===== config.mk =====
export PLATFORM = sky130hd
export DESIGN_NAME = alternate_function_pin_mux
export DESIGN_NICKNAME = d
export VERILOG_FILES = /design/src/design/pin_mux_pkg.sv /design/src/design/alternate_function_pin_mux.sv /design/src/design/pad_select.sv
export VERILOG_INCLUDE_DIRS = /design/src /design/src/design
export SDC_FILE = /design/constraint.sdc
export NUM_CORES = 1
export LEC_CHECK = 0
export BUFFER_PORTS_ARGS = -buffer_cell sky130_fd_sc_hd__clkbuf_2
export CORE_AREA = 2 2 227 229
export CTS_CLUSTER_DIAMETER = 40
export DETAILED_ROUTE_END_ITERATION = 10
export DIE_AREA = 0 0 229 231
export PLACE_DENSITY_LB_ADDON = 0.2
export SLEW_MARGIN = 0
export SYNTH_ARGS = -nofsm -noshare
export SYNTH_HDL_FRONTEND = slang
export SYNTH_HIERARCHICAL = 1
export SYNTH_SLANG_ARGS = --single-unit

===== constraint.sdc =====
create_clock -name clk -period 1.6 [get_ports clk]
set_input_delay 0.24 -clock clk [delete_from_list [all_inputs] [get_ports clk]]
set_output_delay 0.24 -clock clk [all_outputs]
set_load 0.01 [all_outputs]

===== src/design/pin_mux_defines.svh =====
// Pin indices, remap bit positions and reset values for the pin multiplexer
`ifndef PIN_MUX_DEFINES_SVH
`define PIN_MUX_DEFINES_SVH

// Flat pin numbering: port A bits 0..31, port B bits 32..63
`define PORT_B_BASE        32
`define PIN_COUNT          64
`define PORT_A_VALID_MASK  32'h0000FF30
`define PORT_B_VALID_MASK  32'h00C0FCD1

// Remap register layout
`define REMAP_WIDTH        16
`define REMAP_RESET        16'h0000
`define REMAP_RW_MASK      16'h0137
`define REMAP_SPI_BIT      8
`define REMAP_UART1_BIT    5
`define REMAP_UART0_BIT    4
`define REMAP_TMR2_BIT     2
`define REMAP_TMR1_BIT     1
`define REMAP_FIRST_TIMER_ALT_PIN_BIT     0

// Serial peripheral pins: clock, select, master-out, master-in
`define SPI_SCK_DEF        12
`define SPI_CS_DEF         13
`define SPI_MOSI_DEF       14
`define SPI_MISO_DEF       15
`define SPI_SCK_ALT        44
`define SPI_CS_ALT         45
`define SPI_MOSI_ALT       46
`define SPI_MISO_ALT       47

// Uart receive/transmit pins
`define UART1_RX_DEF       8
`define UART1_TX_DEF       9
`define UART1_RX_ALT       44
`define UART1_TX_ALT       45
`define UART0_RX_DEF       36
`define UART0_TX_DEF       39
`define UART0_RX_ALT       15
`define UART0_TX_ALT       14
`define UART2_TX_PIN       55

// Timer pins
`define TMR2_DEF           11
`define TMR2_ALT           43
`define TMR1_DEF           10
`define TMR1_ALT           42
`define FIRST_TIMER_ALT_PIN_DEF           9
`define FIRST_TIMER_ALT_PIN_ALT           55
`define PWM_OUTPUT_ELEVEN_PIN          55
`define RESET_PIN          55

// Priority slots, 0 is highest
`define SLOT_COUNT         4
`define SLOT_TOP           0
`define SLOT_UART          1
`define SLOT_TIMER         2
`define SLOT_LOW           3

`endif


===== src/design/pin_mux_pkg.sv =====
// Types shared by the pin multiplexer modules
package pin_mux_pkg;

    // What one alternate function asks of one pad
    typedef struct packed {
        logic claim;
        logic out;
        logic oe;
        logic pull_ok;
    } fn_drive_s;

    // Serial peripheral mode controls
    typedef struct packed {
        logic enable;
        logic master;
        logic half_duplex;
        logic cs_out_en;
    } spi_mode_s;

    // Timer controls: enable and pwm (1) or capture (0)
    typedef struct packed {
        logic enable;
        logic pwm_mode;
        logic pwm_out;
    } timer_ctl_s;

endpackage


===== src/design/alternate_function_pin_mux.sv =====
// Alternate function pin multiplexer with remap register
`timescale 1ns/10ps
`include "pin_mux_defines.svh"

module alternate_function_pin_mux
    import pin_mux_pkg::*;
#(
    parameter int PINS  = `PIN_COUNT,
    parameter int SLOTS = `SLOT_COUNT
) (
    // Clock and reset
    input  wire logic                    clk,
    input  wire logic                    reset_n,
    // Remap register access
    input  wire logic                    remap_write_en,
    input  wire logic [`REMAP_WIDTH-1:0] remap_wdata,
    output logic      [`REMAP_WIDTH-1:0] function_remap_select_reg,
    // General-purpose port state
    input  wire logic [31:0]             gpio_out_a,
    input  wire logic [31:0]             gpio_oe_a,
    input  wire logic [31:0]             gpio_out_b,
    input  wire logic [31:0]             gpio_oe_b,
    // Pads
    input  wire logic [31:0]             pad_in_a,
    input  wire logic [31:0]             pad_in_b,
    output logic      [31:0]             pad_out_a_reg,
    output logic      [31:0]             pad_oe_a_reg,
    output logic      [31:0]             pad_pull_en_a_reg,
    output logic      [31:0]             pad_claimed_a_reg,
    output logic      [31:0]             pad_out_b_reg,
    output logic      [31:0]             pad_oe_b_reg,
    output logic      [31:0]             pad_pull_en_b_reg,
    output logic      [31:0]             pad_claimed_b_reg,
    // Serial peripheral
    input  spi_mode_s                    spi_mode,
    input  wire logic                    spi_clk_out,
    input  wire logic                    spi_select_out_n,
    input  wire logic                    spi_mosi_out,
    input  wire logic                    spi_miso_out,
    output logic                         serial_periph_clock_in_reg,
    output logic                         serial_periph_select_in_n_reg,
    output logic                         spi_mosi_in_reg,
    output logic                         spi_miso_in_reg,
    // Uarts
    input  wire logic [2:0]              uart_enable,
    input  wire logic [2:0]              uart_transmit_line,
    output logic      [1:0]              uart_receive_line_reg,
    // Timers 0..2 and pwm channel eleven
    input  timer_ctl_s                   timer_ctl [3],
    output logic      [2:0]              timer_capture_in_reg,
    input  wire logic                    pwm_eleven_enable,
    input  wire logic                    pwm_output_eleven,
    // Reset input function
    input  wire logic                    reset_pin_enable,
    output logic                         reset_pin_in_n_reg,
    // Analog and USB
    input  wire logic [31:0]             analog_input_channel_a,
    input  wire logic [31:0]             analog_input_channel_b,
    input  wire logic                    usb_enable,
    output logic                         usb_pad_route_reg,
    output logic      [1:0]              usb_pad_oe_reg,
    output logic      [1:0]              usb_pad_pull_en_reg
);

    if (PINS != `PIN_COUNT || SLOTS < `SLOT_COUNT) begin : g_check
        $error("pin map needs 64 pins and at least 4 priority slots");
    end

    fn_drive_s          slots [PINS][SLOTS];
    logic [PINS-1:0]    pad_in;
    logic [PINS-1:0]    pad_out;
    logic [PINS-1:0]    pad_oe;
    logic [PINS-1:0]    pad_pull;
    logic [PINS-1:0]    pad_claimed;
    logic               spi_remap;
    logic               uart1_remap;
    logic               uart0_remap;
    logic [2:0]         tmr_remap;
    logic               spi_full_master;
    logic               spi_full_slave;
    logic               spi_slave;
    logic [PINS-1:0]    analog_all;

    function automatic fn_drive_s drive(input logic claim, input logic out,
                                        input logic oe, input logic pull_ok);
        drive = {claim, out, oe, pull_ok};
    endfunction

    function automatic int unsigned pick(input logic sel, input int unsigned def_pin,
                                         input int unsigned alt_pin);
        pick = sel ? alt_pin : def_pin;
    endfunction

    assign pad_in = {pad_in_b, pad_in_a};
    assign analog_all = {analog_input_channel_b, analog_input_channel_a};

    // Remap register
    always_ff @(posedge clk or negedge reset_n) begin
        if (!reset_n) begin
            function_remap_select_reg <= `REMAP_RESET;
        end else if (remap_write_en) begin
            function_remap_select_reg <= remap_wdata & `REMAP_RW_MASK;
        end
    end

    assign spi_remap   = function_remap_select_reg[`REMAP_SPI_BIT];
    assign uart1_remap = function_remap_select_reg[`REMAP_UART1_BIT];
    assign uart0_remap = function_remap_select_reg[`REMAP_UART0_BIT];
    assign tmr_remap   = {function_remap_select_reg[`REMAP_TMR2_BIT],
                          function_remap_select_reg[`REMAP_TMR1_BIT],
                          function_remap_select_reg[`REMAP_FIRST_TIMER_ALT_PIN_BIT]};

    assign spi_full_master = spi_mode.enable && spi_mode.master && !spi_mode.half_duplex;
    assign spi_full_slave  = spi_mode.enable && !spi_mode.master && !spi_mode.half_duplex;
    assign spi_slave       = spi_mode.enable && !spi_mode.master;

    // Build each pin's function requests; unclaimed valid pins stay general-purpose
    always_comb begin
        int unsigned p;
        p = 0;
        for (int i = 0; i < PINS; i++) begin
            for (int s = 0; s < SLOTS; s++) begin
                slots[i][s] = '0;
            end
        end
        if (spi_mode.enable) begin
            p = pick(spi_remap, `SPI_SCK_DEF, `SPI_SCK_ALT);
            slots[p][`SLOT_TOP] = drive(1'b1, spi_clk_out, spi_mode.master,
                !spi_mode.master);
            p = pick(spi_remap, `SPI_CS_DEF, `SPI_CS_ALT);
            // Master may hand the select to any general pin instead
            slots[p][`SLOT_TOP] = drive(!spi_mode.master || spi_mode.cs_out_en,
                spi_select_out_n, spi_mode.master, 1'b1);
            p = pick(spi_remap, `SPI_MOSI_DEF, `SPI_MOSI_ALT);
            slots[p][`SLOT_TOP] = drive(!spi_mode.half_duplex, spi_mosi_out,
                spi_full_master, !spi_full_master);
            p = pick(spi_remap, `SPI_MISO_DEF, `SPI_MISO_ALT);
            if (spi_slave) begin
                // Drive only while the select pin is low
                slots[p][`SLOT_TOP] = drive(1'b1, spi_miso_out,
                    !serial_periph_select_in_n_reg, 1'b1);
            end else if (spi_mode.half_duplex) begin
                // Direction is left to the port's own direction bit
                slots[p][`SLOT_TOP] = drive(1'b1, spi_mosi_out,
                    pad_oe_dir(p), 1'b1);
            end else begin
                slots[p][`SLOT_TOP] = drive(1'b1, 1'b0, 1'b0, 1'b1);
            end
        end
        if (uart_enable[1]) begin
            slots[pick(uart1_remap, `UART1_RX_DEF, `UART1_RX_ALT)][`SLOT_UART] =
                drive(1'b1, 1'b0, 1'b0, 1'b1);
            slots[pick(uart1_remap, `UART1_TX_DEF, `UART1_TX_ALT)][`SLOT_UART] =
                drive(1'b1, uart_transmit_line[1], 1'b1, 1'b1);
        end
        if (uart_enable[0]) begin
            slots[pick(uart0_remap, `UART0_RX_DEF, `UART0_RX_ALT)][`SLOT_UART] =
                drive(1'b1, 1'b0, 1'b0, 1'b1);
            slots[pick(uart0_remap, `UART0_TX_DEF, `UART0_TX_ALT)][`SLOT_UART] =
                drive(1'b1, uart_transmit_line[0], 1'b1, 1'b1);
        end
        for (int t = 0; t < 3; t++) begin
            if (timer_ctl[t].enable) begin
                p = tmr_pin(t, tmr_remap[t]);
                slots[p][(p == `RESET_PIN) ? 1 : `SLOT_TIMER] =
                    drive(1'b1, timer_ctl[t].pwm_out, timer_ctl[t].pwm_mode, 1'b1);
            end
        end
        // Shared pin: reset input, timer0 alternate, uart2 transmit, pwm eleven
        slots[`RESET_PIN][`SLOT_TOP] = drive(reset_pin_enable, 1'b0, 1'b0, 1'b1);
        slots[`UART2_TX_PIN][2] = drive(uart_enable[2], uart_transmit_line[2],
            1'b1, 1'b1);
        slots[`PWM_OUTPUT_ELEVEN_PIN][`SLOT_LOW] = drive(pwm_eleven_enable, pwm_output_eleven,
            1'b1, 1'b1);
        // Analog channels win over digital functions and float
        for (int i = 0; i < PINS; i++) begin
            if (analog_all[i]) begin
                slots[i][`SLOT_TOP] = drive(1'b1, 1'b0, 1'b0, 1'b0);
            end
        end
    end

    function automatic logic pad_oe_dir(input int unsigned pin);
        pad_oe_dir = (pin < `PORT_B_BASE) ? gpio_oe_a[pin[4:0]] : gpio_oe_b[pin[4:0]];
    endfunction

    function automatic int unsigned tmr_pin(input int t, input logic sel);
        case (t)
            0:       tmr_pin = pick(sel, `FIRST_TIMER_ALT_PIN_DEF, `FIRST_TIMER_ALT_PIN_ALT);
            1:       tmr_pin = pick(sel, `TMR1_DEF, `TMR1_ALT);
            default: tmr_pin = pick(sel, `TMR2_DEF, `TMR2_ALT);
        endcase
    endfunction

    pad_select #(
        .PINS  (PINS),
        .SLOTS (SLOTS)
    ) u_pad_select (
        .clk             (clk),
        .reset_n         (reset_n),
        .slots           (slots),
        .gpio_out        ({gpio_out_b, gpio_out_a}),
        .gpio_oe         ({gpio_oe_b, gpio_oe_a}),
        .valid_mask      ({`PORT_B_VALID_MASK, `PORT_A_VALID_MASK}),
        .pad_out_reg     (pad_out),
        .pad_oe_reg      (pad_oe),
        .pad_pull_en_reg (pad_pull),
        .pad_claimed_reg (pad_claimed)
    );

    assign {pad_out_b_reg, pad_out_a_reg}         = pad_out;
    assign {pad_oe_b_reg, pad_oe_a_reg}           = pad_oe;
    assign {pad_pull_en_b_reg, pad_pull_en_a_reg} = pad_pull;
    assign {pad_claimed_b_reg, pad_claimed_a_reg} = pad_claimed;

    // Inputs sampled from whichever pin the remap selects
    always_ff @(posedge clk or negedge reset_n) begin
        if (!reset_n) begin
            serial_periph_clock_in_reg    <= 1'b0;
            serial_periph_select_in_n_reg <= 1'b1;
            spi_mosi_in_reg               <= 1'b0;
            spi_miso_in_reg               <= 1'b0;
        end else begin
            serial_periph_clock_in_reg    <= pad_in[pick(spi_remap, `SPI_SCK_DEF,
                `SPI_SCK_ALT)];
            serial_periph_select_in_n_reg <= spi_slave ? pad_in[pick(spi_remap,
                `SPI_CS_DEF, `SPI_CS_ALT)] : 1'b1;
            spi_mosi_in_reg               <= pad_in[pick(spi_remap, `SPI_MOSI_DEF,
                `SPI_MOSI_ALT)];
            spi_miso_in_reg               <= pad_in[pick(spi_remap, `SPI_MISO_DEF,
                `SPI_MISO_ALT)];
        end
    end

    always_ff @(posedge clk or negedge reset_n) begin
        if (!reset_n) begin
            uart_receive_line_reg <= 2'h3;
            reset_pin_in_n_reg    <= 1'b1;
        end else begin
            uart_receive_line_reg <= {pad_in[pick(uart1_remap, `UART1_RX_DEF,
                `UART1_RX_ALT)] | !uart_enable[1],
                pad_in[pick(uart0_remap, `UART0_RX_DEF,
                `UART0_RX_ALT)] | !uart_enable[0]};
            reset_pin_in_n_reg    <= pad_in[`RESET_PIN] | !reset_pin_enable;
        end
    end

    always_ff @(posedge clk or negedge reset_n) begin
        if (!reset_n) begin
            timer_capture_in_reg <= 3'h0;
        end else begin
            for (int t = 0; t < 3; t++) begin
                timer_capture_in_reg[t] <= pad_in[tmr_pin(t, tmr_remap[t])];
            end
        end
    end

    always_ff @(posedge clk or negedge reset_n) begin
        if (!reset_n) begin
            usb_pad_route_reg   <= 1'b0;
            usb_pad_oe_reg      <= 2'h0;
            usb_pad_pull_en_reg <= 2'h3;
        end else begin
            usb_pad_route_reg   <= usb_enable;
            usb_pad_oe_reg      <= 2'h0;
            usb_pad_pull_en_reg <= {2{!usb_enable}};
        end
    end

endmodule


===== src/design/pad_select.sv =====
// Per-pad priority select between general-purpose and alternate functions
`timescale 1ns/10ps
module pad_select
    import pin_mux_pkg::*;
#(
    parameter int PINS  = 64,
    parameter int SLOTS = 4
) (
    // Clock and reset
    input  wire logic             clk,
    input  wire logic             reset_n,
    // Requests
    input  fn_drive_s             slots [PINS][SLOTS],
    input  wire logic [PINS-1:0]  gpio_out,
    input  wire logic [PINS-1:0]  gpio_oe,
    input  wire logic [PINS-1:0]  valid_mask,
    // Pads
    output logic      [PINS-1:0]  pad_out_reg,
    output logic      [PINS-1:0]  pad_oe_reg,
    output logic      [PINS-1:0]  pad_pull_en_reg,
    output logic      [PINS-1:0]  pad_claimed_reg
);

    if (SLOTS < 1 || PINS < 1) begin : g_check
        $error("pad_select needs at least one pin and one slot");
    end

    logic [PINS-1:0] out_next;
    logic [PINS-1:0] oe_next;
    logic [PINS-1:0] pull_next;
    logic [PINS-1:0] claimed_next;

    always_comb begin
        for (int p = 0; p < PINS; p++) begin
            out_next[p]     = gpio_out[p];
            oe_next[p]      = gpio_oe[p];
            pull_next[p]    = 1'b1;
            claimed_next[p] = 1'b0;
            // Lowest slot number is applied last and so wins
            for (int s = SLOTS - 1; s >= 0; s--) begin
                if (slots[p][s].claim) begin
                    out_next[p]     = slots[p][s].out;
                    oe_next[p]      = slots[p][s].oe;
                    pull_next[p]    = slots[p][s].pull_ok;
                    claimed_next[p] = 1'b1;
                end
            end
            if (!valid_mask[p]) begin
                out_next[p]     = 1'b0;
                oe_next[p]      = 1'b0;
                pull_next[p]    = 1'b0;
                claimed_next[p] = 1'b0;
            end
        end
    end

    always_ff @(posedge clk or negedge reset_n) begin
        if (!reset_n) begin
            pad_out_reg     <= '0;
            pad_oe_reg      <= '0;
            pad_pull_en_reg <= '0;
            pad_claimed_reg <= '0;
        end else begin
            pad_out_reg     <= out_next;
            pad_oe_reg      <= oe_next;
            pad_pull_en_reg <= pull_next;
            pad_claimed_reg <= claimed_next;
        end
    end

endmodule


# Word level (Yosys, flattened, before mapping)
# Index checks and enable logic that the tools add are counted.
# totals
memories	0
inputBits	302
ff_bits	106
ram_bits	0
out_inout_bits	287
latch_bits	0
rom_bits	0
word_cells	567
# op_classes
n_mux	458
shifts	0
mul	0
bitwise_logic	27
n_reduce_logical	26
eq_ne	3
n_addsub	0
div_mod_pow	0
order_cmp	39
# op_table
op	n
bitwise mux 1024 bit	9
2-to-1 mux 1024 bit	7
bitwise AND 512 bit	3
inverter 512 bit	3
OR 512 bit	3
demux 16 bit (select 6 bit)	11
bitwise AND 1024 bit	1
2-to-1 mux 960 bit	1
>= comparator 33 x 7 -> 1 bit, second input constant	11
less-than comparator 33 x 1 -> 1 bit, second input constant	11
2-to-1 mux 1 bit	363
inverter 32 -> 33 bit	9
2-to-1 mux 16 bit	7
2-to-1 mux 4 bit	25
equality test 32 x 6 -> 1 bit, second input constant	3
>= comparator 32 x 3 -> 1 bit, second input constant	3
less-than comparator 32 x 1 -> 1 bit, second input constant	3
2-to-1 mux 32 bit	3
inverter 2 -> 32 bit	3
2-to-1 mux 6 bit	11
inverter 6 -> 33 bit	2
less-than comparator 6 x 7 -> 1 bit, second input constant	9
binary-select mux 1 bit (select 6 bit)	9
2-to-1 mux 12 bit	4
9 further kinds	39

# Logic depth before layout (Yosys ltp)
# Gate-level depths: netlist (run 1).
# depth
depth_word	29
mapped_depth	7
mapped_depth_nobuf	6

# Hierarchy
# Netlist (run 1), hierarchy kept.
# modules_own_cells
module	area_each_um2	n_inst	cells_per_inst	seq_area_each_um2
pad_select	15453.6	1	1536	6406.1
alternate_function_pin_mux	1241.2	1	131	456.7

# Worst setup path before layout (run 1)
# Ideal clock, no wire load.
# synth_timing
path_kind	reg-to-reg
from	register function_remap_select_reg[8]
to	register u_pad_select.pad_oe_reg[13]
required_ps	1465
path_stages_with_launch	7
t_arrival_ps	1455
path_buffers	1
path_slack_ps	10
synth_period_minus_slack_ps	1590
setup_ps	135
path_cell_list	dfrtp_1 > nand2b_1 > buf_6 > o21bai_1 > or2b_1 > o311ai_0 > a21oi_1
# synth_lines
element	line_no	rtl
start, declared	alternate_function_pin_mux.sv:17	output logic [`REMAP_WIDTH-1:0] function_remap_select_reg,
start signal, assigned	alternate_function_pin_mux.sv:100	function_remap_select_reg <= `REMAP_RESET;
start signal, assigned	alternate_function_pin_mux.sv:102	function_remap_select_reg <= remap_wdata & `REMAP_RW_MASK;
end signal, assigned	pad_select.sv:65	pad_oe_reg <= oe_next;
end, declared	pad_select.sv:19	output logic [PINS-1:0] pad_oe_reg,

# Worst setup path in the final report (run 1)
# layout_timing
from	register function_remap_select_reg[4]
to	output function_remap_select_reg[4]
# No word-level cell between the ends.

==> results of run 1 <==
power by group through the flow:
stage	sequential (uW)	clock (uW)	combinational (uW)
2_1_floorplan	7990	0	2000
3_3_place_gp	7730	0	3740
3_5_place_dp	7740	0	3770
4_1_cts	7640	12600	3890
5_1_grt	7670	12900	4620
6_report	7630	12200	4000
area by class of cell:
cell class,instances,share of cell area (%)
diodes,7,0.05962
well taps,680,2.896
multi-input cells,2917,52.81
repair buffers,600,11.54
clock buffers,74,5.490
flip-flops and latches,274,23.36
clock inverters,35,1.367
inverters,194,2.479
tightest hold or removal path: stages:
cell and delay, ps:
sky130_fd_sc_hd__clkbuf_2 70, sky130_fd_sc_hd__mux2_1 110, sky130_fd_sc_hd__mux2i_1 60, sky130_fd_sc_hd__a21oi_1 130
metal layers:
layer	track usage [%]	vias to the layer above	part of all wire (%)
met5	0	-	0.11
met4	8.685	8	3.9
met3	5.793	120	7.8
met2	32.75	362	50
met1	19.19	7200	38
li1	-	9308	-
cells in the mapped netlist, types with 2 or more instances:
cell type	instances	share of area, %
sky130_fd_sc_hd__a21oi_1	256	7.7
sky130_fd_sc_hd__and2_1	15	0.56
sky130_fd_sc_hd__and3_1	8	0.30
sky130_fd_sc_hd__buf_2	2	0.060
sky130_fd_sc_hd__buf_4	13	0.58
sky130_fd_sc_hd__conb_1	2	0.045
sky130_fd_sc_hd__dfrtp_1	269	40
sky130_fd_sc_hd__dfstp_2	5	0.79
sky130_fd_sc_hd__inv_1	194	4.4
sky130_fd_sc_hd__mux2_1	128	8.6
sky130_fd_sc_hd__mux2_2	12	0.81
sky130_fd_sc_hd__mux2i_1	130	7.8
sky130_fd_sc_hd__nand2_1	5	0.11
sky130_fd_sc_hd__nand2b_1	72	2.7
sky130_fd_sc_hd__nand3_1	2	0.060
sky130_fd_sc_hd__nor2_1	69	1.6
sky130_fd_sc_hd__nor2_4	2	0.13
sky130_fd_sc_hd__nor2b_1	9	0.34
sky130_fd_sc_hd__nor3_1	6	0.18
sky130_fd_sc_hd__nor3b_1	4	0.18
sky130_fd_sc_hd__o21ai_0	64	1.9
sky130_fd_sc_hd__o21bai_1	4	0.18
sky130_fd_sc_hd__o311ai_0	128	6.7
sky130_fd_sc_hd__o311ai_1	64	3.4
sky130_fd_sc_hd__o41a_1	64	4.3
sky130_fd_sc_hd__or2b_1	127	5.7
metrics by stage:
stage	setup slack, ps	util [%]	std cells
2_1_floorplan	10.41	-	3402
3_3_place_gp	110.0	52.97	4617
3_5_place_dp	84.79	52.97	4617
4_1_cts	8.395	57.89	4774
5_1_grt	4.324	57.97	4780
6_report	65.12	57.97	4781
final timing paths:
kind | start | endpoint | slack, ps | depth (start not counted)
hold reg to reg | function_remap_select_reg[1] | function_remap_select_reg[1] | 670 | 1
min in group asynchronous | reset_n | u_pad_select/pad_oe_reg[56] | 120 | 2
max in group asynchronous | reset_n | u_pad_select/pad_oe_reg[17] | 700 | 3
setup / recovery | function_remap_select_reg[4] | function_remap_select_reg[4] | 70 | 2
hold / removal | gpio_out_b[11] | u_pad_select/pad_out_reg[43] | 60 | 4
setup reg to reg | function_remap_select_reg[2] | timer_capture_in_reg[2] | 90 | 2
cells by family (layout without fill, tap and decap cells):
family,after synthesis,count (layout),synth area share [%]
flops,274,274,41.11
compound gates,584,584,24.36
mux,270,270,17.24
buf+inv,211,903,5.096
simple gates,326,326,12.15
other cells,2,1744,0.04498
what timing repair did:
item | CTS | global route
setup endpoints to repair | 1 | 14
hold endpoints to repair | 271 | 1
resized for setup | 1 | 6
cloned | 0 | 0
buffers inserted | 2 | 0
hold buffers | 46 | 1
==> impl_metrics.toml, run 1 <==
[setup_path]
crit_path_top_delay_cell = "sky130_fd_sc_hd__dfrtp_1"
cp_cell_sequence = "buf_4, clkbuf_2"
cp.required_ps = 1360
critPathTopFamily = "flip-flops"
critical_path.endpoint_type = "output port"
path_max_fanout = 5
critPathKind = "flip-flop to output port"
crit_path_start_kind = "flip-flop"
critical_path_arrival_ps = 1290
critical_path.max_stage_delay_ps = 410
cp.buffers_inverters = 2

[drt]
post_drt_via_cell_ratio = 3.555
postRouteAntennaNets = 0
drtPass1Iterations = 4
routed_wire_length_per_instance_microns = 9.959
drt_first_iter_violations = 307
total_number_of_vias = 16998
remaining_drcs = 0
wirelength_mm = 47.62

[timing]
fmaxAchievable_mhz = 651.5
timing.final.setup_violations = 0
worst_case_headroom_to_the_max_slew_limit_pct = 65.60
holdWs_ps = 58.14
skew_ps = 23.50
timing.final.hold_violations = 0
fin_crit_sh_pct = 95.93
worst-slew-pin-transition_ps = 514.9
post-route-min-period_ps = 1535
fin_tns_setup_ps = 0
grt_setup_unrepaired = "no"
maxSlewViolCount = 0

[clocking]
clkSinkCount = 274
tritoncts.num_buffers = 58
clkTransAtPathRegs_ps = 50
cts_max_path_buffers = 3
worstSkewPairLatency_ps = 590
cts_tree = "built"
clock-root-buffer = "sky130_fd_sc_hd__clkbuf_16"
cts.htree.levels = 2

[cells_and_area]
multi_input_comb_area_sq_um = 15510
design.final.nets = 4347
area_delta_synth_final_pct = 75.98
final_area_sq_um = 29380
fillerInstances = 4759
layout_commonest_cell = "sky130_fd_sc_hd__conb_1"
final_layout_size_suffix_gt1_share_pct = 16.68
sequential_cell_area_sq_um = 6863
most_frequent_cells_in_the_layout = "sky130_fd_sc_hd__conb_1 (1737), sky130_fd_sc_hd__clkbuf_2 (517), sky130_fd_sc_hd__dfrtp_1 (269)"

[die]
io_pins = 589
area_inside_the_core_boundary_sq_um = 50680
row_count = 83
fp.dieH_microns = 231
initial_core_utilization_pct = 32.94
design.die.area_sq_um = 52900
dieWidth_microns = 229

[pwr]
netSwitchingFraction_pct = 27.19
combinationalPowerShare_pct = 16.8
power.total_uw = 23870
power_density_nw_per_um2 = 812.4
ir_worst_vdd_v = 0.0007334
power_leakage_uw = 0.01615
switchingPower_uw = 6490
power_frac_clock_pct = 51.3
share_seq_of_total_power_pct = 32.0
p_int_uw = 17380

[placement]
number_of_buffer_cells_added_on_primary_ports = 518
gp_congestion = 0.8276
dp_hpwl_mm = 38.90
placed_area_sq_um = 26840

[flow_run]
maxCapViolCount = 0

[status]
status = "finished clean"

[global_routing]
first_global_vias = 16154
globalRouteTotalUtil_pct = 18.18
pin_count_of_the_biggest_net_entering_global_routing = 52
grt.overflow.total = 0
antenna_found_initial = 11
grt_pass1_wl_mm = 77.18

[logic_synthesis]
synth_area_per_cell_sq_um = 10.01
synth_cells = 1667
total_standard_cell_area_after_synthesis_sq_um = 16690
yosysUniqueCellTypes = 39
synth_ff_type = "sky130_fd_sc_hd__dfrtp_1"
postSynth.asyncResetShare_pct = 100.0
post_synth_edffs = 0
synth.yosys.seq_area_share_pct = 41.11
synthesis.yosys.warnings = 6
postSynthRegisterBits = 274

[hold_path]
hold_class = "primary input to flip-flop"
Power figures use the tool's default switching activity.
==> inputs of run 2 (changes only) <==
ABC_AREA = 1   (was unset)
CORE_AREA = 2 2 231 233   (was 2 2 227 229)
DIE_AREA = 0 0 233 235   (was 0 0 229 231)
==> impl_metrics.toml, run 2 <==
[logic_synthesis]
synth_top_family_by_area = "simple AND/OR/NAND/NOR gates"
synthDominantAreaCellType = "sky130_fd_sc_hd__dfrtp_1"
synth_xor_xnor_area_share_pct = 0
synthDominantCellAreaShare_pct = 41.11
synth.yosys.seq_area_share_pct = 41.91
synthTopCellsByCount = "sky130_fd_sc_hd__nand2_1 (436), sky130_fd_sc_hd__a21oi_1 (384), sky130_fd_sc_hd__nor2_1 (279), sky130_fd_sc_hd__dfrtp_1 (269), sky130_fd_sc_hd__inv_1 (231)"
post_synth_edffs = 0
synth_ff_type = "sky130_fd_sc_hd__dfrtp_1"
synth_cells = 2310
synth_compound_gate_area_share_pct = 23.87
arithmetic_cell_share_of_the_synthesized_area_counting_full_adders_half_adders_and_majority_gates_pct = 0
synthesis.yosys.warnings = 6
synth_area_per_cell_sq_um = 7.089
postSynth.asyncResetShare_pct = 100.0
yosysMostFrequentCell = "sky130_fd_sc_hd__nand2_1"
yosysUniqueCellTypes = 27
postSynthRegisterBits = 274
total_standard_cell_area_after_synthesis_sq_um = 16370
synth.area.mux_share_pct = 0
netlist_top_cells_area = "sky130_fd_sc_hd__dfrtp_1 (41%), sky130_fd_sc_hd__a21oi_1 (12%), sky130_fd_sc_hd__nand2_1 (10%)"
synth_simple_gate_area_share_pct = 26.60

[pwr]
power_frac_clock_pct = 52.9
switchingPower_uw = 7048
ir_worst_vdd_v = 0.0008145
share_seq_of_total_power_pct = 30.4
power_density_nw_per_um2 = 860.9
power_leakage_uw = 0.01644
p_int_uw = 17960
combinationalPowerShare_pct = 16.6
netSwitchingFraction_pct = 28.18

[die]
initial_core_utilization_pct = 31.35
row_count = 84
io_pins = 589
design.die.area_sq_um = 54760
fp.dieH_microns = 235
dieWidth_microns = 233
area_inside_the_core_boundary_sq_um = 52240

[cells_and_area]
multi_input_comb_area_sq_um = 14330
design.final.nets = 4900
final_layout_size_suffix_gt1_share_pct = 15.83
sequential_cell_area_sq_um = 6864
fillerInstances = 5117
final_std_cells_w_o_fill = 5342
most_frequent_cells_in_the_layout = "sky130_fd_sc_hd__conb_1 (1616), sky130_fd_sc_hd__clkbuf_2 (517), sky130_fd_sc_hd__nand2_1 (436)"
final_area_sq_um = 29050
layout_commonest_cell = "sky130_fd_sc_hd__conb_1"
finish.utilization_pct = 55.62
area_delta_synth_final_pct = 77.44

[clocking]
worstSkewPairLatency_ps = 600
clock-root-buffer = "sky130_fd_sc_hd__clkbuf_16"
tritoncts.num_buffers = 59
cts.htree.levels = 2
cts_max_path_buffers = 3
cts_tree = "built"
clkSinkCount = 274
clkTransAtPathRegs_ps = 60

[global_routing]
pin_count_of_the_biggest_net_entering_global_routing = 61
first_global_vias = 16997
grtUsageMet2_pct = 31.76
grt_pass1_wl_mm = 81.94
antenna_found_initial = 10
grt.met3_usage_pct = 5.680
groute.layer.met1.usage_pct = 21.33
globalRouteTotalUtil_pct = 18.59
busiest_metal_layer_after_global_routing = "met2"
grt.overflow.total = 0

[setup_path]
cp.buffers_inverters = 1
cp_cell_sequence = "clkbuf_2"
critPathTopFamily = "flip-flops"
path_max_fanout = 1
cp.required_ps = 1360
crit_path_top_delay_cell = "sky130_fd_sc_hd__dfstp_2"
critical_path_arrival_ps = 1270
timing.critical_path.depth = 1
crit_path_start_kind = "flip-flop"
critPathKind = "flip-flop to output port"
reg2regPathDepth = 5
critical_path.max_stage_delay_ps = 520
critical_path.endpoint_type = "output port"

[status]
status = "finished clean"

[timing]
timing.final.setup_violations = 0
post-route-min-period_ps = 1509
fmaxAchievable_mhz = 662.5
fin_crit_sh_pct = 94.34
maxSlewViolCount = 0
grt_setup_unrepaired = "no"
timing.final.hold_violations = 0
skew_ps = 12.91
fin_tns_setup_ps = 0

[placement]
gp_congestion = 0.8435
numPlacedInstances = 5138
dp_hpwl_mm = 40.92
placed_area_sq_um = 26010
number_of_buffer_cells_added_on_primary_ports = 518

[drt]
drtPass1Iterations = 4
total_number_of_vias = 18745
post_drt_via_cell_ratio = 3.509
wirelength_mm = 50.30
drt_first_iter_violations = 536
postRouteAntennaNets = 0
remaining_drcs = 0
routed_wire_length_per_instance_microns = 9.417

[hold_path]
hold_class = "primary input to flip-flop"
worst_hold_path_cell_count = 5

[flow_run]
maxCapViolCount = 0
==> run 2: cell count changes after synthesis, sizes merged, moves of 65 or more <==
cell,delta
a21oi,+130
o311ai,-192
inv,+105
nor2,+211
nand3b,+65
mux2i,-130
or2b,-127
nand2,+431
nand2b,-73
o21ai,+133
nand3,+197
mux2,-140
==> run 2: cell type report <==
cell class | count | share of cell area (%)
Tap cell | 688 | 2.963
Antenna cell | 5 | 0.04306
Clock inverter | 46 | 2.179
Inverter | 299 | 3.880
Sequential cell | 274 | 23.63
Clock buffer | 66 | 5.275
Multi-Input combinational cell | 3336 | 49.32
Timing Repair Buffer | 628 | 12.71
==> run 2: path summary, 6_finish.rpt <==
kind	startpoint	to	slack, ps
max	reset_pin_in_n_reg	reset_pin_in_n_reg	90
min	gpio_oe_b[10]	u_pad_select/pad_oe_reg[42]	40
max reg2reg	function_remap_select_reg[8]	spi_miso_in_reg	110
min reg2reg	function_remap_select_reg[5]	function_remap_select_reg[5]	680
max in group asynchronous	reset_n	usb_pad_pull_en_reg[0]	820
min in group asynchronous	reset_n	u_pad_select/pad_oe_reg[10]	100
==> run 2: stage by stage <==
| step | worst slack, ps | total power, uW | hold WS (ps) |
|---|---|---|---|
| global route | 27.31 | 26400 | 30.99 |
| detailed placement | 60.54 | 11500 | 116.8 |
| CTS | 21.81 | 25170 | 3.623 |
| floorplan | 212.9 | 10080 | -55.59 |
| global placement | 92.31 | 11490 | 122.8 |
| finish | 90.53 | 25010 | 36.93 |
==> run 2: cells by family after synthesis <==
family          after synthesis
flops                       274
other cells                   2
buf+inv                     314
simple gates               1006
compound gates              714
==> run 2: power groups by stage <==
| stage | clock network [uW] | registers [uW] | logic [uW] |
|---|---|---|---|
| 2_1_floorplan | 0 | 7970 | 2110 |
| 3_3_place_gp | 0 | 7720 | 3770 |
| 3_5_place_dp | 0 | 7730 | 3780 |
| 4_1_cts | 13500 | 7620 | 4000 |
| 5_1_grt | 13900 | 7650 | 4850 |
| 6_report | 13200 | 7610 | 4160 |
==> run 2: per-layer routing <==
| metal | wire, microns | part of all wire, % |
|---|---|---|
| met5 | 57 | 0.11 |
| met1 | 20690 | 41 |
| met4 | 2093 | 4.2 |
| met3 | 3630 | 7.2 |
| met2 | 23840 | 47 |
==> run 2: what timing repair did <==
| item | in CTS | in global routing |
|---|---|---|
| resized for setup | 1 | 0 |
| buffers inserted | 1 | 0 |
| hold buffers | 88 | 0 |
| hold endpoints to repair | 312 | 0 |
| endpoints found under the setup margin | 1 | 2 |
| gates cloned | 0 | 0 |
